## src/inc/udsc_cfg.svh

```systemverilog
// Constants of the USB device-state control block: offsets, field positions,
// reset values and timing. Included by the device, timer and firmware files.
`ifndef UDSC_CFG_SVH
`define UDSC_CFG_SVH

// ----------------------------------------
// Clock and times
// ----------------------------------------
`define UDSC_CLK_HZ 20000000
`define UDSC_SUSP_IDLE_MS 3
`define UDSC_WAKE_WAIT_MS 5
`define UDSC_KDRIVE_MS 2

// ----------------------------------------
// Register offsets (byte addresses)
// ----------------------------------------
`define UDSC_OFS_GLB 8'h04
`define UDSC_OFS_FADDR 8'h08
`define UDSC_OFS_IER 8'h10
`define UDSC_OFS_IDR 8'h14
`define UDSC_OFS_IMR 8'h18
`define UDSC_OFS_ISR 8'h1c
`define UDSC_OFS_ICR 8'h20
`define UDSC_OFS_RSTEP 8'h28
`define UDSC_OFS_CSR 8'h30
`define UDSC_OFS_TXVC 8'h74

// ----------------------------------------
// Field positions
// ----------------------------------------
`define UDSC_GLB_ADDRESS_STATE_FLAG 0
`define UDSC_GLB_CONFG 1
`define UDSC_GLB_ESR 2
`define UDSC_GLB_REMOTE_WAKE_ENABLE 4
`define UDSC_FADDR_FEN 7
`define UDSC_ISR_EP0 0
`define UDSC_ISR_EP1 1
`define UDSC_ISR_SUSPEND_DETECTED_FLAG 8
`define UDSC_ISR_RXRSM 9
`define UDSC_ISR_END_OF_BUS_RESET_FLAG 12
`define UDSC_ISR_WAKEUP 13
`define UDSC_CSR_TX_COMPLETE_FLAG 0
`define UDSC_CSR_TX_PACKET_READY 4
`define UDSC_CSR_KIND_LO 8
`define UDSC_CSR_EPEN 15
`define UDSC_TXVC_TRANSCEIVER_DISABLE_BIT 8
`define UDSC_TXVC_PULLUP_CONNECT_BIT 9

// ----------------------------------------
// Reset values
// ----------------------------------------
`define UDSC_GLB_RST 5'h10
`define UDSC_FADDR_RST 8'h80
`define UDSC_IMR_RST 14'h1200
`define UDSC_TXVC_RST 1'h1

`endif

```

## src/inc/udsc_pkg.sv

```systemverilog
// Types shared by both ends of the USB device-state control block.
// Numbers live in udsc_cfg.svh.
package udsc_pkg;

	typedef enum logic [4:0]
	{
		ST_ATTACHED = 5'h01,
		ST_POWERED = 5'h02,
		ST_DEFAULT = 5'h04,
		ST_ADDRESS = 5'h08,
		ST_CONFIG = 5'h10
	} udsc_dstate_e;

	typedef enum logic [4:0]
	{
		SQ_IDLE = 5'h01,
		SQ_ISSUE = 5'h02,
		SQ_READ = 5'h04,
		SQ_EVAL = 5'h08,
		SQ_WRITE = 5'h10
	} udsc_seq_e;

	typedef enum logic [3:0]
	{
		CMD_CANCEL1 = 4'h0,
		CMD_CANCEL2 = 4'h1,
		CMD_DEFAULT = 4'h2,
		CMD_SETADDR = 4'h3,
		CMD_CONFIG = 4'h4,
		CMD_SUSPEND = 4'h5,
		CMD_RESUME = 4'h6,
		CMD_RWAKE = 4'h7,
		CMD_CONNECT = 4'h8,
		CMD_PWRDOWN = 4'h9
	} udsc_cmd_e;

	typedef enum logic [2:0]
	{
		OP_WR = 3'h0,
		OP_SET = 3'h1,
		OP_CLR = 3'h2,
		OP_POLL = 3'h3,
		OP_SKIPZ = 3'h4,
		OP_CLKON = 3'h5,
		OP_CLKOFF = 3'h6
	} udsc_op_e;

	typedef struct packed
	{
		udsc_op_e kind;
		logic [7:0] addr;
		logic [31:0] val;
		logic [31:0] mask;
		logic last;
	} udsc_op_s;

endpackage : udsc_pkg

```

## src/inc/udsc_if.sv

```systemverilog
// Register port between the firmware end and the device end, plus the
// port clock enables that the firmware end controls.
`timescale 1ns/1ps
interface udsc_reg_if;
	logic [7:0] regAddr;
	logic regWr;
	logic regRd;
	logic [31:0] regWdata;
	logic [31:0] regRdata;
	logic irq;
	logic busClkOn;
	logic usbClkOn;

	modport dev
	(
		input regAddr, regWr, regRd, regWdata, busClkOn, usbClkOn,
		output regRdata, irq
	);
	modport fw
	(
		output regAddr, regWr, regRd, regWdata, busClkOn, usbClkOn,
		input regRdata, irq
	);
endinterface : udsc_reg_if

```

## src/core/udsc_device.sv

```systemverilog
// Device end: USB device-state, suspend, resume and remote-wake control with
// its register file. Assumes bus conditions arrive already decoded as levels
// and pulses synchronous to clk.
//
// Summary of operation
// RULE1: Single bank cancel: clear ready, then reset endpoint
// RULE2: Dual bank cancel: toggle ready with polls, reset
// RULE3: State changes only on bus events or requests
// RULE4: Idle bus sets suspend flag; clear enters suspend
// RULE5: Pull-up follows connect bit; connecting means powered
// RULE6: Registers touched only while port clock enabled
// RULE7: End of bus reset flags unmaskably, enters default
// RULE8: Bus reset restores mask and endpoint registers
// RULE9: Default state: enable endpoint 0, mask, transceiver
// RULE10: After status stage, set address then enable
// RULE11: Set configuration enables configured endpoints
// RULE12: Suspended resume detection sets wakeup flag
// RULE13: Clock before clearing wakeup; keep pull-up
// RULE14: Gate bus clock last when suspending
// RULE15: Wake after 5 ms suspend; K 1..15 ms
// RULE16: Enable clocks, wake enable, write resume 0 then 1
// RULE17: Resume bit rise drives and releases K
// RULE18: No host: gate clocks, disable transceiver
`timescale 1ns/1ps
`include "udsc_cfg.svh"
module udsc_device #(
	parameter int IDLE_CYC = `UDSC_SUSP_IDLE_MS * (`UDSC_CLK_HZ / 1000),
	parameter int WAKE_CYC = `UDSC_WAKE_WAIT_MS * (`UDSC_CLK_HZ / 1000),
	parameter int KDRV_CYC = `UDSC_KDRIVE_MS * (`UDSC_CLK_HZ / 1000)
)
(
	// Clock and reset
	input wire logic clk,
	input wire logic rst,
	// Register side
	udsc_reg_if.dev rif,
	// Bus conditions
	input wire logic busIdle,
	input wire logic busResetSe0,
	input wire logic [1:0] inAck,
	// Bus drive and status
	output logic pullupOn,
	output logic kStateDrive,
	output logic transceiverOn,
	output logic suspended,
	output udsc_pkg::udsc_dstate_e devState
);
	import udsc_pkg::*;

	typedef struct packed
	{
		udsc_dstate_e dstate;
		logic susp;
		logic suspPend;
		logic [4:0] glb;
		logic [7:0] faddr;
		logic [13:0] imr;
		logic [13:0] isr;
		logic [1:0] tpr;
		logic [1:0] txc;
		logic [1:0] epEn;
		logic [1:0][2:0] kind;
		logic [1:0] rstEp;
		logic transceiver_disable_bit;
		logic pullup_connect_bit;
		logic se0Q;
		logic wakePend;
		logic kOn;
		logic [31:0] rdata;
	} udsc_dev_s;

	udsc_dev_s s_ff;
	udsc_dev_s nxt_s;
	logic idleExp;
	logic wakeExp;
	logic kExp;
	logic wrOk;
	logic rdOk;
	logic end_of_bus_reset_flag;
	logic esrRise;
	logic [13:0] isrView;

	// ----------------------------------------
	// Timers
	// ----------------------------------------
	// Suspend detection only counts while attached to a host and awake
	udsc_timer #(.LIMIT(IDLE_CYC)) u_idle
	(
		.clk(clk),
		.rst(rst),
		.run(busIdle && s_ff.pullup_connect_bit && !s_ff.susp && !s_ff.suspPend),
		.expired(idleExp)
	);
	udsc_timer #(.LIMIT(WAKE_CYC)) u_wake
	(
		.clk(clk),
		.rst(rst),
		.run(s_ff.susp),
		.expired(wakeExp)
	);
	// Timer counts from zero, so one less keeps K exactly KDRV_CYC cycles
	udsc_timer #(.LIMIT(KDRV_CYC - 1)) u_kdrv
	(
		.clk(clk),
		.rst(rst),
		.run(s_ff.kOn),
		.expired(kExp)
	);

	// ----------------------------------------
	// Decode
	// ----------------------------------------
	// A gated bus clock leaves the port deaf to software
	assign wrOk = rif.regWr && rif.busClkOn; // RULE6
	assign rdOk = rif.regRd && rif.busClkOn; // RULE6
	assign end_of_bus_reset_flag = s_ff.se0Q && !busResetSe0 && s_ff.pullup_connect_bit;
	assign esrRise = wrOk && (rif.regAddr == `UDSC_OFS_GLB) && !s_ff.glb[`UDSC_GLB_ESR]
		&& rif.regWdata[`UDSC_GLB_ESR];

	always_comb
	begin
		isrView = s_ff.isr;
		isrView[`UDSC_ISR_EP0] = s_ff.txc[0];
		isrView[`UDSC_ISR_EP1] = s_ff.txc[1];
	end

	// ----------------------------------------
	// Next state
	// ----------------------------------------
	always_comb
	begin
		nxt_s = s_ff;
		nxt_s.se0Q = busResetSe0;

		// Register writes
		if (wrOk)
		begin
			case (rif.regAddr)
				`UDSC_OFS_GLB:
				begin
					nxt_s.glb[`UDSC_GLB_ESR] = rif.regWdata[`UDSC_GLB_ESR];
					nxt_s.glb[`UDSC_GLB_REMOTE_WAKE_ENABLE] = rif.regWdata[`UDSC_GLB_REMOTE_WAKE_ENABLE];
					nxt_s.glb[`UDSC_GLB_CONFG] = rif.regWdata[`UDSC_GLB_CONFG];
					// Only a bus reset takes the address state away
					if (rif.regWdata[`UDSC_GLB_ADDRESS_STATE_FLAG])
						nxt_s.glb[`UDSC_GLB_ADDRESS_STATE_FLAG] = 1'b1;
				end
				`UDSC_OFS_FADDR: nxt_s.faddr = rif.regWdata[7:0];
				`UDSC_OFS_IER: nxt_s.imr = s_ff.imr | rif.regWdata[13:0];
				`UDSC_OFS_IDR: nxt_s.imr = s_ff.imr & ~rif.regWdata[13:0];
				`UDSC_OFS_ICR: nxt_s.isr = s_ff.isr & ~rif.regWdata[13:0];
				`UDSC_OFS_RSTEP:
				begin
					nxt_s.rstEp = rif.regWdata[1:0];
					nxt_s.tpr = s_ff.tpr & ~rif.regWdata[1:0]; // RULE1
				end
				`UDSC_OFS_TXVC:
				begin
					nxt_s.transceiver_disable_bit = rif.regWdata[`UDSC_TXVC_TRANSCEIVER_DISABLE_BIT];
					nxt_s.pullup_connect_bit = rif.regWdata[`UDSC_TXVC_PULLUP_CONNECT_BIT];
				end
				default:
				begin
					for (int e = 0; e < 2; e++)
					begin
						if (rif.regAddr == (`UDSC_OFS_CSR + 8'(4 * e)))
						begin
							nxt_s.tpr[e] = rif.regWdata[`UDSC_CSR_TX_PACKET_READY];
							nxt_s.txc[e] = s_ff.txc[e] & rif.regWdata[`UDSC_CSR_TX_COMPLETE_FLAG];
							nxt_s.epEn[e] = rif.regWdata[`UDSC_CSR_EPEN];
							nxt_s.kind[e] = rif.regWdata[`UDSC_CSR_KIND_LO +: 3];
						end
					end
				end
			endcase
		end

		// Packet taken by the host: ready drops, complete sets over a software clear
		for (int e = 0; e < 2; e++)
		begin
			if (inAck[e] && s_ff.tpr[e] && s_ff.epEn[e])
			begin
				nxt_s.tpr[e] = 1'b0;
				nxt_s.txc[e] = 1'b1;
			end
		end

		// Suspend: flag first, enter once software has cleared it
		if (idleExp)
		begin
			nxt_s.isr[`UDSC_ISR_SUSPEND_DETECTED_FLAG] = 1'b1; // RULE4
			nxt_s.suspPend = 1'b1;
		end
		else if (s_ff.suspPend && !s_ff.isr[`UDSC_ISR_SUSPEND_DETECTED_FLAG])
		begin
			nxt_s.suspPend = 1'b0;
			nxt_s.susp = 1'b1; // RULE4
		end
		if (!busIdle)
			nxt_s.suspPend = 1'b0;

		// Host resume; seen with clocks gated, so no clock enable is checked
		if (s_ff.susp && !busIdle && !s_ff.kOn)
		begin
			nxt_s.susp = 1'b0;
			nxt_s.wakePend = 1'b0;
			nxt_s.isr[`UDSC_ISR_WAKEUP] = 1'b1; // RULE12
			nxt_s.isr[`UDSC_ISR_RXRSM] = 1'b1; // RULE12
		end

		// Remote wake: held until 5 ms of suspend, then a timed K
		if (esrRise && s_ff.glb[`UDSC_GLB_REMOTE_WAKE_ENABLE] && s_ff.susp)
			nxt_s.wakePend = 1'b1; // RULE17
		if (s_ff.wakePend && wakeExp && !s_ff.kOn)
		begin
			nxt_s.wakePend = 1'b0;
			nxt_s.kOn = 1'b1; // RULE15
		end
		if (kExp)
		begin
			nxt_s.kOn = 1'b0; // RULE17
			nxt_s.susp = 1'b0;
		end

		// Device state; only bus events and software writes move it
		case (s_ff.dstate)
			ST_ATTACHED:
				if (s_ff.pullup_connect_bit)
					nxt_s.dstate = ST_POWERED; // RULE5
			ST_POWERED, ST_DEFAULT:
				if (nxt_s.glb[`UDSC_GLB_ADDRESS_STATE_FLAG])
					nxt_s.dstate = ST_ADDRESS; // RULE3
			ST_ADDRESS:
				if (nxt_s.glb[`UDSC_GLB_CONFG])
					nxt_s.dstate = ST_CONFIG; // RULE3
			ST_CONFIG:
				if (!nxt_s.glb[`UDSC_GLB_CONFG])
					nxt_s.dstate = ST_ADDRESS; // RULE3
			default: nxt_s.dstate = ST_ATTACHED;
		endcase

		// End of bus reset wins over software writes to address, configuration, mask and endpoint controls this cycle
		if (end_of_bus_reset_flag)
		begin
			nxt_s.dstate = ST_DEFAULT; // RULE7
			nxt_s.isr[`UDSC_ISR_END_OF_BUS_RESET_FLAG] = 1'b1; // RULE7
			nxt_s.susp = 1'b0;
			nxt_s.suspPend = 1'b0;
			nxt_s.glb[`UDSC_GLB_ADDRESS_STATE_FLAG] = 1'b0;
			nxt_s.glb[`UDSC_GLB_CONFG] = 1'b0;
			nxt_s.faddr = `UDSC_FADDR_RST;
			nxt_s.imr = `UDSC_IMR_RST; // RULE8
			nxt_s.tpr = 2'h0; // RULE8
			nxt_s.txc = 2'h0; // RULE8
			nxt_s.epEn = 2'h0; // RULE8
			nxt_s.kind = '0; // RULE8
		end
		if (!s_ff.pullup_connect_bit)
			nxt_s.dstate = ST_ATTACHED; // RULE5

		// Read data
		if (rdOk)
		begin
			case (rif.regAddr)
				`UDSC_OFS_GLB: nxt_s.rdata = {27'h0, s_ff.glb};
				`UDSC_OFS_FADDR: nxt_s.rdata = {24'h0, s_ff.faddr};
				`UDSC_OFS_IMR: nxt_s.rdata = {18'h0, s_ff.imr};
				`UDSC_OFS_ISR: nxt_s.rdata = {18'h0, isrView};
				`UDSC_OFS_RSTEP: nxt_s.rdata = {30'h0, s_ff.rstEp};
				`UDSC_OFS_TXVC: nxt_s.rdata = {22'h0, s_ff.pullup_connect_bit, s_ff.transceiver_disable_bit, 8'h0};
				default:
				begin
					nxt_s.rdata = 32'h0;
					for (int e = 0; e < 2; e++)
					begin
						if (rif.regAddr == (`UDSC_OFS_CSR + 8'(4 * e)))
							nxt_s.rdata = {16'h0, s_ff.epEn[e], 4'h0, s_ff.kind[e], 3'h0,
								s_ff.tpr[e], 3'h0, s_ff.txc[e]};
					end
				end
			endcase
		end
	end

	always_ff @(posedge clk)
	begin
		if (rst)
		begin
			s_ff <= '0;
			s_ff.dstate <= ST_ATTACHED;
			s_ff.glb <= `UDSC_GLB_RST;
			s_ff.faddr <= `UDSC_FADDR_RST;
			s_ff.imr <= `UDSC_IMR_RST;
			s_ff.transceiver_disable_bit <= `UDSC_TXVC_RST;
		end
		else
			s_ff <= nxt_s;
	end

	// ----------------------------------------
	// Outputs
	// ----------------------------------------
	// End of bus reset cannot be masked
	assign rif.irq = |(isrView & (s_ff.imr | 14'h1000)); // RULE7
	assign rif.regRdata = s_ff.rdata;
	assign pullupOn = s_ff.pullup_connect_bit; // RULE5
	assign kStateDrive = s_ff.kOn;
	assign transceiverOn = !s_ff.transceiver_disable_bit;
	assign suspended = s_ff.susp;
	assign devState = s_ff.dstate;
endmodule : udsc_device

```

## src/core/udsc_timer.sv

```systemverilog
// Saturating elapsed-time counter; clears whenever run is low.
// Assumes run is a clean level in the clk domain.
`timescale 1ns/1ps
`include "udsc_cfg.svh"
module udsc_timer #(
	parameter int LIMIT = 20000
)
(
	// Clock and reset
	input wire logic clk,
	input wire logic rst,
	// Control
	input wire logic run,
	output logic expired
);
	import udsc_pkg::*;

	typedef struct packed
	{
		logic [19:0] count;
	} udsc_tmr_s;

	udsc_tmr_s s_ff;
	udsc_tmr_s nxt_s;

	always_comb
	begin
		nxt_s = s_ff;
		if (!run)
			nxt_s.count = 20'h0;
		else if (s_ff.count < LIMIT[19:0])
			nxt_s.count = s_ff.count + 20'h1;
	end

	always_ff @(posedge clk)
	begin
		if (rst)
			s_ff <= '0;
		else
			s_ff <= nxt_s;
	end

	assign expired = run && (s_ff.count >= LIMIT[19:0]);
endmodule : udsc_timer

```

## src/flat_wrapper.sv

```systemverilog
// flat-port wrapper written by rule: the top's interface ports become plain ports
module udsc_device_flat import udsc_pkg::*;
#(
	parameter int IDLE_CYC = `UDSC_SUSP_IDLE_MS * (`UDSC_CLK_HZ / 1000),
	parameter int WAKE_CYC = `UDSC_WAKE_WAIT_MS * (`UDSC_CLK_HZ / 1000),
	parameter int KDRV_CYC = `UDSC_KDRIVE_MS * (`UDSC_CLK_HZ / 1000)
)
  (clk, rst, busIdle, busResetSe0, inAck, pullupOn, kStateDrive, transceiverOn, suspended, devState, rif_regAddr, rif_regWr, rif_regRd, rif_regWdata, rif_busClkOn, rif_usbClkOn, rif_regRdata, rif_irq);
  udsc_reg_if rif_i ();
  input wire logic clk;
  input wire logic rst;
  input wire logic busIdle;
  input wire logic busResetSe0;
  input wire logic [1:0] inAck;
  output logic pullupOn;
  output logic kStateDrive;
  output logic transceiverOn;
  output logic suspended;
  output udsc_pkg::udsc_dstate_e devState;
  input wire logic [$bits(rif_i.regAddr)-1:0] rif_regAddr;
  input wire logic [$bits(rif_i.regWr)-1:0] rif_regWr;
  input wire logic [$bits(rif_i.regRd)-1:0] rif_regRd;
  input wire logic [$bits(rif_i.regWdata)-1:0] rif_regWdata;
  input wire logic [$bits(rif_i.busClkOn)-1:0] rif_busClkOn;
  input wire logic [$bits(rif_i.usbClkOn)-1:0] rif_usbClkOn;
  output wire logic [$bits(rif_i.regRdata)-1:0] rif_regRdata;
  output wire logic [$bits(rif_i.irq)-1:0] rif_irq;
  assign rif_i.regAddr = rif_regAddr;
  assign rif_i.regWr = rif_regWr;
  assign rif_i.regRd = rif_regRd;
  assign rif_i.regWdata = rif_regWdata;
  assign rif_i.busClkOn = rif_busClkOn;
  assign rif_i.usbClkOn = rif_usbClkOn;
  assign rif_regRdata = rif_i.regRdata;
  assign rif_irq = rif_i.irq;
  udsc_device #(.IDLE_CYC(IDLE_CYC), .WAKE_CYC(WAKE_CYC), .KDRV_CYC(KDRV_CYC)) u_core (.clk(clk), .rst(rst), .rif(rif_i), .busIdle(busIdle), .busResetSe0(busResetSe0), .inAck(inAck), .pullupOn(pullupOn), .kStateDrive(kStateDrive), .transceiverOn(transceiverOn), .suspended(suspended), .devState(devState));
endmodule
```

## config.mk

```make
export PLATFORM = sky130hd
export DESIGN_NAME = udsc_device_flat
export DESIGN_NICKNAME = d
export VERILOG_FILES = /design/src/inc/udsc_pkg.sv /design/src/inc/udsc_if.sv /design/src/core/udsc_device.sv /design/src/core/udsc_timer.sv /design/src/flat_wrapper.sv
export VERILOG_INCLUDE_DIRS = /design/src /design/src/inc
export SDC_FILE = /design/constraint.sdc
export NUM_CORES = 1
export LEC_CHECK = 0
export ABC_AREA = 1
export BUFFER_PORTS_ARGS = -buffer_cell sky130_fd_sc_hd__buf_2
export CAP_MARGIN = 5
export CELL_PAD_IN_SITES_DETAIL_PLACEMENT = 1
export CELL_PAD_IN_SITES_GLOBAL_PLACEMENT = 2
export CORE_MARGIN = 2
export CORE_UTILIZATION = 29
export DETAILED_ROUTE_END_ITERATION = 6
export PLACE_DENSITY = 0.72
export RECOVER_POWER = 50
export SYNTH_ARGS = -nofsm -noshare
export SYNTH_HDL_FRONTEND = slang
export SYNTH_SLANG_ARGS = --single-unit
```

## constraint.sdc

```tcl
create_clock -name clk -period 1.6 [get_ports clk]
set_input_delay 0.08 -clock clk [delete_from_list [all_inputs] [get_ports clk]]
set_output_delay 0.08 -clock clk [all_outputs]
set_load 0.01 [all_outputs]
```

---- Word-level counts from Yosys, hierarchy flattened ----
Index checks and enable logic that the tools add are counted.
W data, S select, Z words.
word-level totals
  bits of input ports ..................... 50
  output and inout bits ................... 42
  register bits after elaboration ......... 158
  logic and storage cells ................. 204
operators by class
  $add $sub $neg .......................... 3
  equal/unequal tests ..................... 26
  $lt $le $gt $ge ......................... 6
  mux-type cells .......................... 41
  reductions and logical operators ........ 81
  bitwise operators ....................... 17
operators by type and width
  operator                 count
  $pmux W16 S6             1
  $add A20 B1 Y20 const B  3
  $mux W54                 1
  $and A14 B14 Y14         3
  $ge A20 B16 Y1 const B   2
  $lt A20 B16 Y1 const B   2
  $eq A8 B5 Y1 const B     4
  $eq A8 B6 Y1 const B     4
  $mux W16                 2
  $reduce_bool A2 Y1       15
  $pmux W14 S2             1
  $mux W5                  5
  $logic_and A1 B1 Y1      24
  $ge A20 B17 Y1 const B   1
  $lt A20 B17 Y1 const B   1
  $mux W1                  20
  $pmux W5 S4              1
  $reduce_and A2 Y1        10
  $reduce_and A3 Y1        6
  $reduce_or A2 Y1         8
  $mux W14                 1
  $not A14 Y14             1
  $or A14 B14 Y14          1
  $reduce_or A14 Y1        1
  27 further kinds         56

---- Logic depth before layout (Yosys ltp) ----
  depth in word-level cells ............... 8
  depth in mapped cells ................... 12
  gate-level depth less buffers ........... 12

---- Hierarchy ----
A second synthesis with hierarchy kept.
unflattened totals
  cell total of the unflattened synthesis .. 1,137
  area total of the unflattened synthesis .. 7,524.7 µm²
by module, submodules not included
  module                       seq. area each (µm²)  cells each  instances  area each (µm²)
  udsc_device                  1,581.5               578         1          4,008.8
  udsc_timer at u_core.u_kdrv  400.4                 202         1          1,270.0
  udsc_timer at u_core.u_wake  400.4                 186         1          1,164.9
  udsc_timer at u_core.u_idle  400.4                 171         1          1,081.0

---- Worst setup path before layout ----
No wires, ideal clock.
  path kind ............................... reg-to-reg
  start point ............................. reg u_core.u_wake.s_ff[0] (netlist name)
  end point ............................... reg u_core.u_wake.s_ff[12] (netlist name)
  clock period less this slack ............ 1.545 ns
  data required time ...................... 1.485 ns
  stages on the path, launching flop included .. 9
  setup time .............................. 0.115 ns
  path slack .............................. 0.055 ns
  path buffers ............................ 0
  data arrival time ....................... 1.430 ns
  path through ............................ dfxtp_1 -> ha_1 -> nand3_1 -> nor3_1 -> inv_1 -> nor3_1 -> nand3_1 -> nand2_1 -> nor2_1
on the way
  cells in the longest elaborated chain, start to end .. 1
  elaborated cells on any way between the ends .. 2
  those cells by class .................... add/sub (1); order compare (1)
ends and longest elaborated chain
  item                                                      RTL line                            RTL
  start, declared                                           udsc_timer.sv:23                    udsc_tmr_s s_ff;
  start signal, assigned                                    udsc_timer.sv:40                    s_ff <= nxt_s;
  $add A20 B1 Y20 / $lt A20 B17 Y1 (equally long branches)  udsc_timer.sv:32, udsc_timer.sv:31
Parallel ways exist; a longest one is shown, timed or not.
A chain may end at the register's enable or synchronous reset.

---- Final worst setup path ----
  start point ............................. reg u_core.s_ff (netlist bit u_core.isrView[6])
  end point ............................... out rif_irq
on the way
  cells in the longest elaborated chain, start to end .. 2
ends and longest elaborated chain
  item                    RTL line            RTL
  start, declared         udsc_device.sv:72   udsc_dev_s s_ff;
  start signal, assigned  udsc_device.sv:297  s_ff <= nxt_s;
  $and A14 B14 Y14        udsc_device.sv:304  assign rif.irq = |(isrView & (s_ff.imr | 14'h1000));
  $reduce_or A14 Y1       udsc_device.sv:304
  end, declared           flat_wrapper.sv:27  output wire logic [$bits(rif_i.irq)-1:0] rif_irq;
No other way between the ends.

==> flow_summary.ini <==
[global_routing]
gr-total-overflow = 0
global_route_wire_length_before_repair_mm = 35.7
grt_antenna_before_repair = 0
grt.total_usage = 0.174
grt_max_degree = 34
first_global_vias = 7052

[power]
power.density_cell_area_mw_per_mm2 = 850
switching_share = 0.225
comb_power_share = 0.037
power.sequential.fraction = 0.460
power.total_w = 0.00754
power_dissipated_by_switching_net_loads_w = 0.00169
pwr-share-clk = 0.504
static-leakage-power_nw = 3.45
vdd_ir_drop_max_uv = 508
intPower_w = 0.00584

[final_layout]
insertedDiodeCount = 0
drive_gt1_frac = 0.172
flow.area_growth_from_synthesis_pct = 25.0
num-nets-final = 1198
instances_no_fill = 1480

[synth]
area_of_the_mapped_netlist_sq_mm = 0.00710
ys_dominant_reg_cell = dfxtp_1
synth_edf_count = 0
yosysSeqAreaShare = 0.392
total_of_flip_flops_plus_latches_after_synthesis = 139
ys_async_sr_fraction = 0
syn-instance-count = 1020
mean_cell_area_of_the_mapped_netlist_sq_um = 6.96
ys_warns = 0
yosysUniqueCellTypes = 45

[timing]
post_route_clock_period_utilization = 1.02
drv_slew = 0
unrepaired_setup_endpoints_after_global_routing = yes
transition_time_of_the_tightest_slew_check_pin_ps = 714
slew-limit-headroom = 0.524
setup_violations = 1
crit_path_time_final_ps = 1630
finalSetupTns_ps = -30.5
final.setup.worst_slack_ps = -30.5
worst_clock_skew_ps = 7.63
max_freq_mhz = 613
hold_violations = 0

[cts]
worst_skew_pair_latency_ps = 430
htree_levels = 4
cts_inserted_buffers = 17
clkSinkCount = 139
clk_pin_slew_ps = 60
ctsRootBufferMaster = clkbuf_16
cts-root-to-sink-buffers = 2
tritoncts_clock_tree = yes

[drt]
drtAntennaViolNets = 0
routedWlPerCell_um = 14.8
drt-pass1-iter-count = 4
detailroute.via_count = 6839
finalWirelength_mm = 21.8
detail_route.vias_per_cell = 4.62
drtIter0Drc = 252
number_of_remaining_drc_errors = 0

[setup_path]
critPathRequiredTime_ps = 1520
r2r_setup_slack_ps = 60
endpoint_kind = primary output
setup.worst_path.class = reg -> out
cp_slowest_stage_delay_ps = 320
reg2reg_depth = 10
crit_chain = a22o_1 > a221oi_2 > nand4_1 > buf_2
timing.critical_path.fanout_max = 2
worstPathArrival_ps = 1550
critical_path.reg2reg.endpoint = u_core.u_kdrv.s_ff[6]
cp-start-kind = register
regToRegStartpoint = u_core.u_kdrv.s_ff[1]
worst_path_max_delay_cell = dfxtp_2

[flow_run]
maxCapViolCount = 0

[run_status]
run_status = finished with violations
failing_checks = negative setup slack

[floorplan]
core_sq_mm = 0.0242
fp.dieW_um = 160
initial_utilization = 0.293
die_area_sq_mm = 0.0257
io-pin-count = 92
die_h_um = 160
fp-row-count = 57

[place]
place_worst_setup_slack_ps = -75.8
globalplace.congestion = 0.806
dpl.hpwl_mm = 16.3
buffer_ports.inserted = 56
placedCellCount = 1423

[hold_path]
worst_hold_path_type = in -> reg
hold_path_depth = 3
hp-start = rif_regAddr[2]
-- worst max-delay path: cells and delay by family (launching register included) --
kind | cells | cell delay (ps)
AOI/OAI and AO/OA | 2 | 460
buffers and inverters | 1 | 180
and+or+nand+nor | 1 | 170
DFF | 1 | 320
-- what timing repair did --
action | CTS | global route
pin swaps | 2 | 8
setup buffers | 0 | 5
hold buffers | 20 | 0
hold endpoints to repair | 35 | 0
resized for setup | 8 | 45
setup endpoints to repair | 6 | 40
-- cell usage after synthesis, types with 13 or more instances --
master,count,area (sq um)
a21oi_1,99,495
buf_4,41,308
dfxtp_1,139,2780
inv_1,132,495
nand2_1,222,833
nand3_1,46,230
nand4_1,21,131
nor2_1,85,319
nor3_1,22,110
o211ai_1,13,97.6
o21ai_0,63,315
-- per-layer routing --
metal | global-route usage | up-vias | share of wire
met5 | 0 | - | 0
met4 | 0.0516 | 0 | 0.0092
met3 | 0.0292 | 13 | 0.032
met1 | 0.221 | 3228 | 0.47
li1 | - | 3517 | -
met2 | 0.301 | 81 | 0.49
-- layout by cell type (no fill, tap or decap), types with 4 or more instances in the layout --
master	synthesis	layout
clkbuf_16	0	17
dfxtp_1	139	133
buf_2	8	32
ha_1	5	4
o211ai_1	13	13
nor3_1	22	16
nor2_4	4	6
o22ai_1	4	4
conb_1	1	17
nand2_2	9	13
inv_1	132	131
inv_2	10	10
nand3_1	46	45
dlygate4sd3_1	0	20
dfxtp_2	0	6
nor4_1	7	5
xnor2_1	12	12
a31oi_1	6	6
a21oi_1	99	98
nand2_1	222	216
nor2_1	85	81
clkbuf_1	10	35
nor2_2	5	7
clkinv_2	0	4
nor3_2	3	7
nand4_1	21	21
xor2_1	10	10
nand3_2	3	4
o21ai_0	63	58
o21ai_1	12	15
buf_4	41	63
-- logic make-up after synthesis --
family,Yosys count,share of synthesized area
DFF,139,0.392
AOI/OAI and AO/OA,213,0.164
xor gates and xnor gates,22,0.0272
other,1,0.000528
adders and majority gates,5,0.00882
and+or+nand+nor,435,0.274
buffers and inverters,205,0.134
-- power by group through the flow --
stage	sequential [W]	combinational, W	clock, W
after floorplan	0.00354	0.000147	0
after global placement	0.00354	0.000248	0
after detailed placement	0.00354	0.000249	0
after CTS	0.00346	0.000288	0.00392
after global routing	0.00346	0.000304	0.00407
final	0.00346	0.000277	0.00380
-- final cells by class --
class	count	area, sq um
Fill cell	3047	15300
Multi-Input combinational cell	692	3570
Sequential cell	139	2790
Timing Repair Buffer	150	1010
Inverter	143	544
Clock buffer	24	452
Tap cell	324	405
Clock inverter	8	95.1
-- through the flow --
step / hold WS [ps] / area (sq um) / utilization
2_1_floorplan: 205 / 7160 / -
5_1_grt: 41.5 / 8870 / 0.367
3_5_place_dp: 309 / 7970 / 0.330
3_3_place_gp: 304 / 7970 / 0.330
4_1_cts: 27.4 / 8750 / 0.362
6_report: 46.2 / 8870 / 0.367
-- worst max-delay path by stage --
| stage | start | endpoint | slack, ps | cells past startpoint |
|---|---|---|---|---|
| CTS | register | rif_irq | -60 | 4 |
| global route | u_core.isrView[6] | rif_irq | -100 | 4 |
| floorplan | u_core.u_wake.s_ff[0] | u_core.u_wake.s_ff[12] | 50 | 8 |
| detailed placement | u_core.u_kdrv.s_ff[0] | u_core.u_kdrv.s_ff[6] | -80 | 10 |
| finish | u_core.isrView[6] | rif_irq | -30 | 4 |
| global placement | u_core.u_kdrv.s_ff[0] | u_core.u_kdrv.s_ff[6] | 40 | 10 |
No activity file was read; power rests on OpenSTA's default activity.
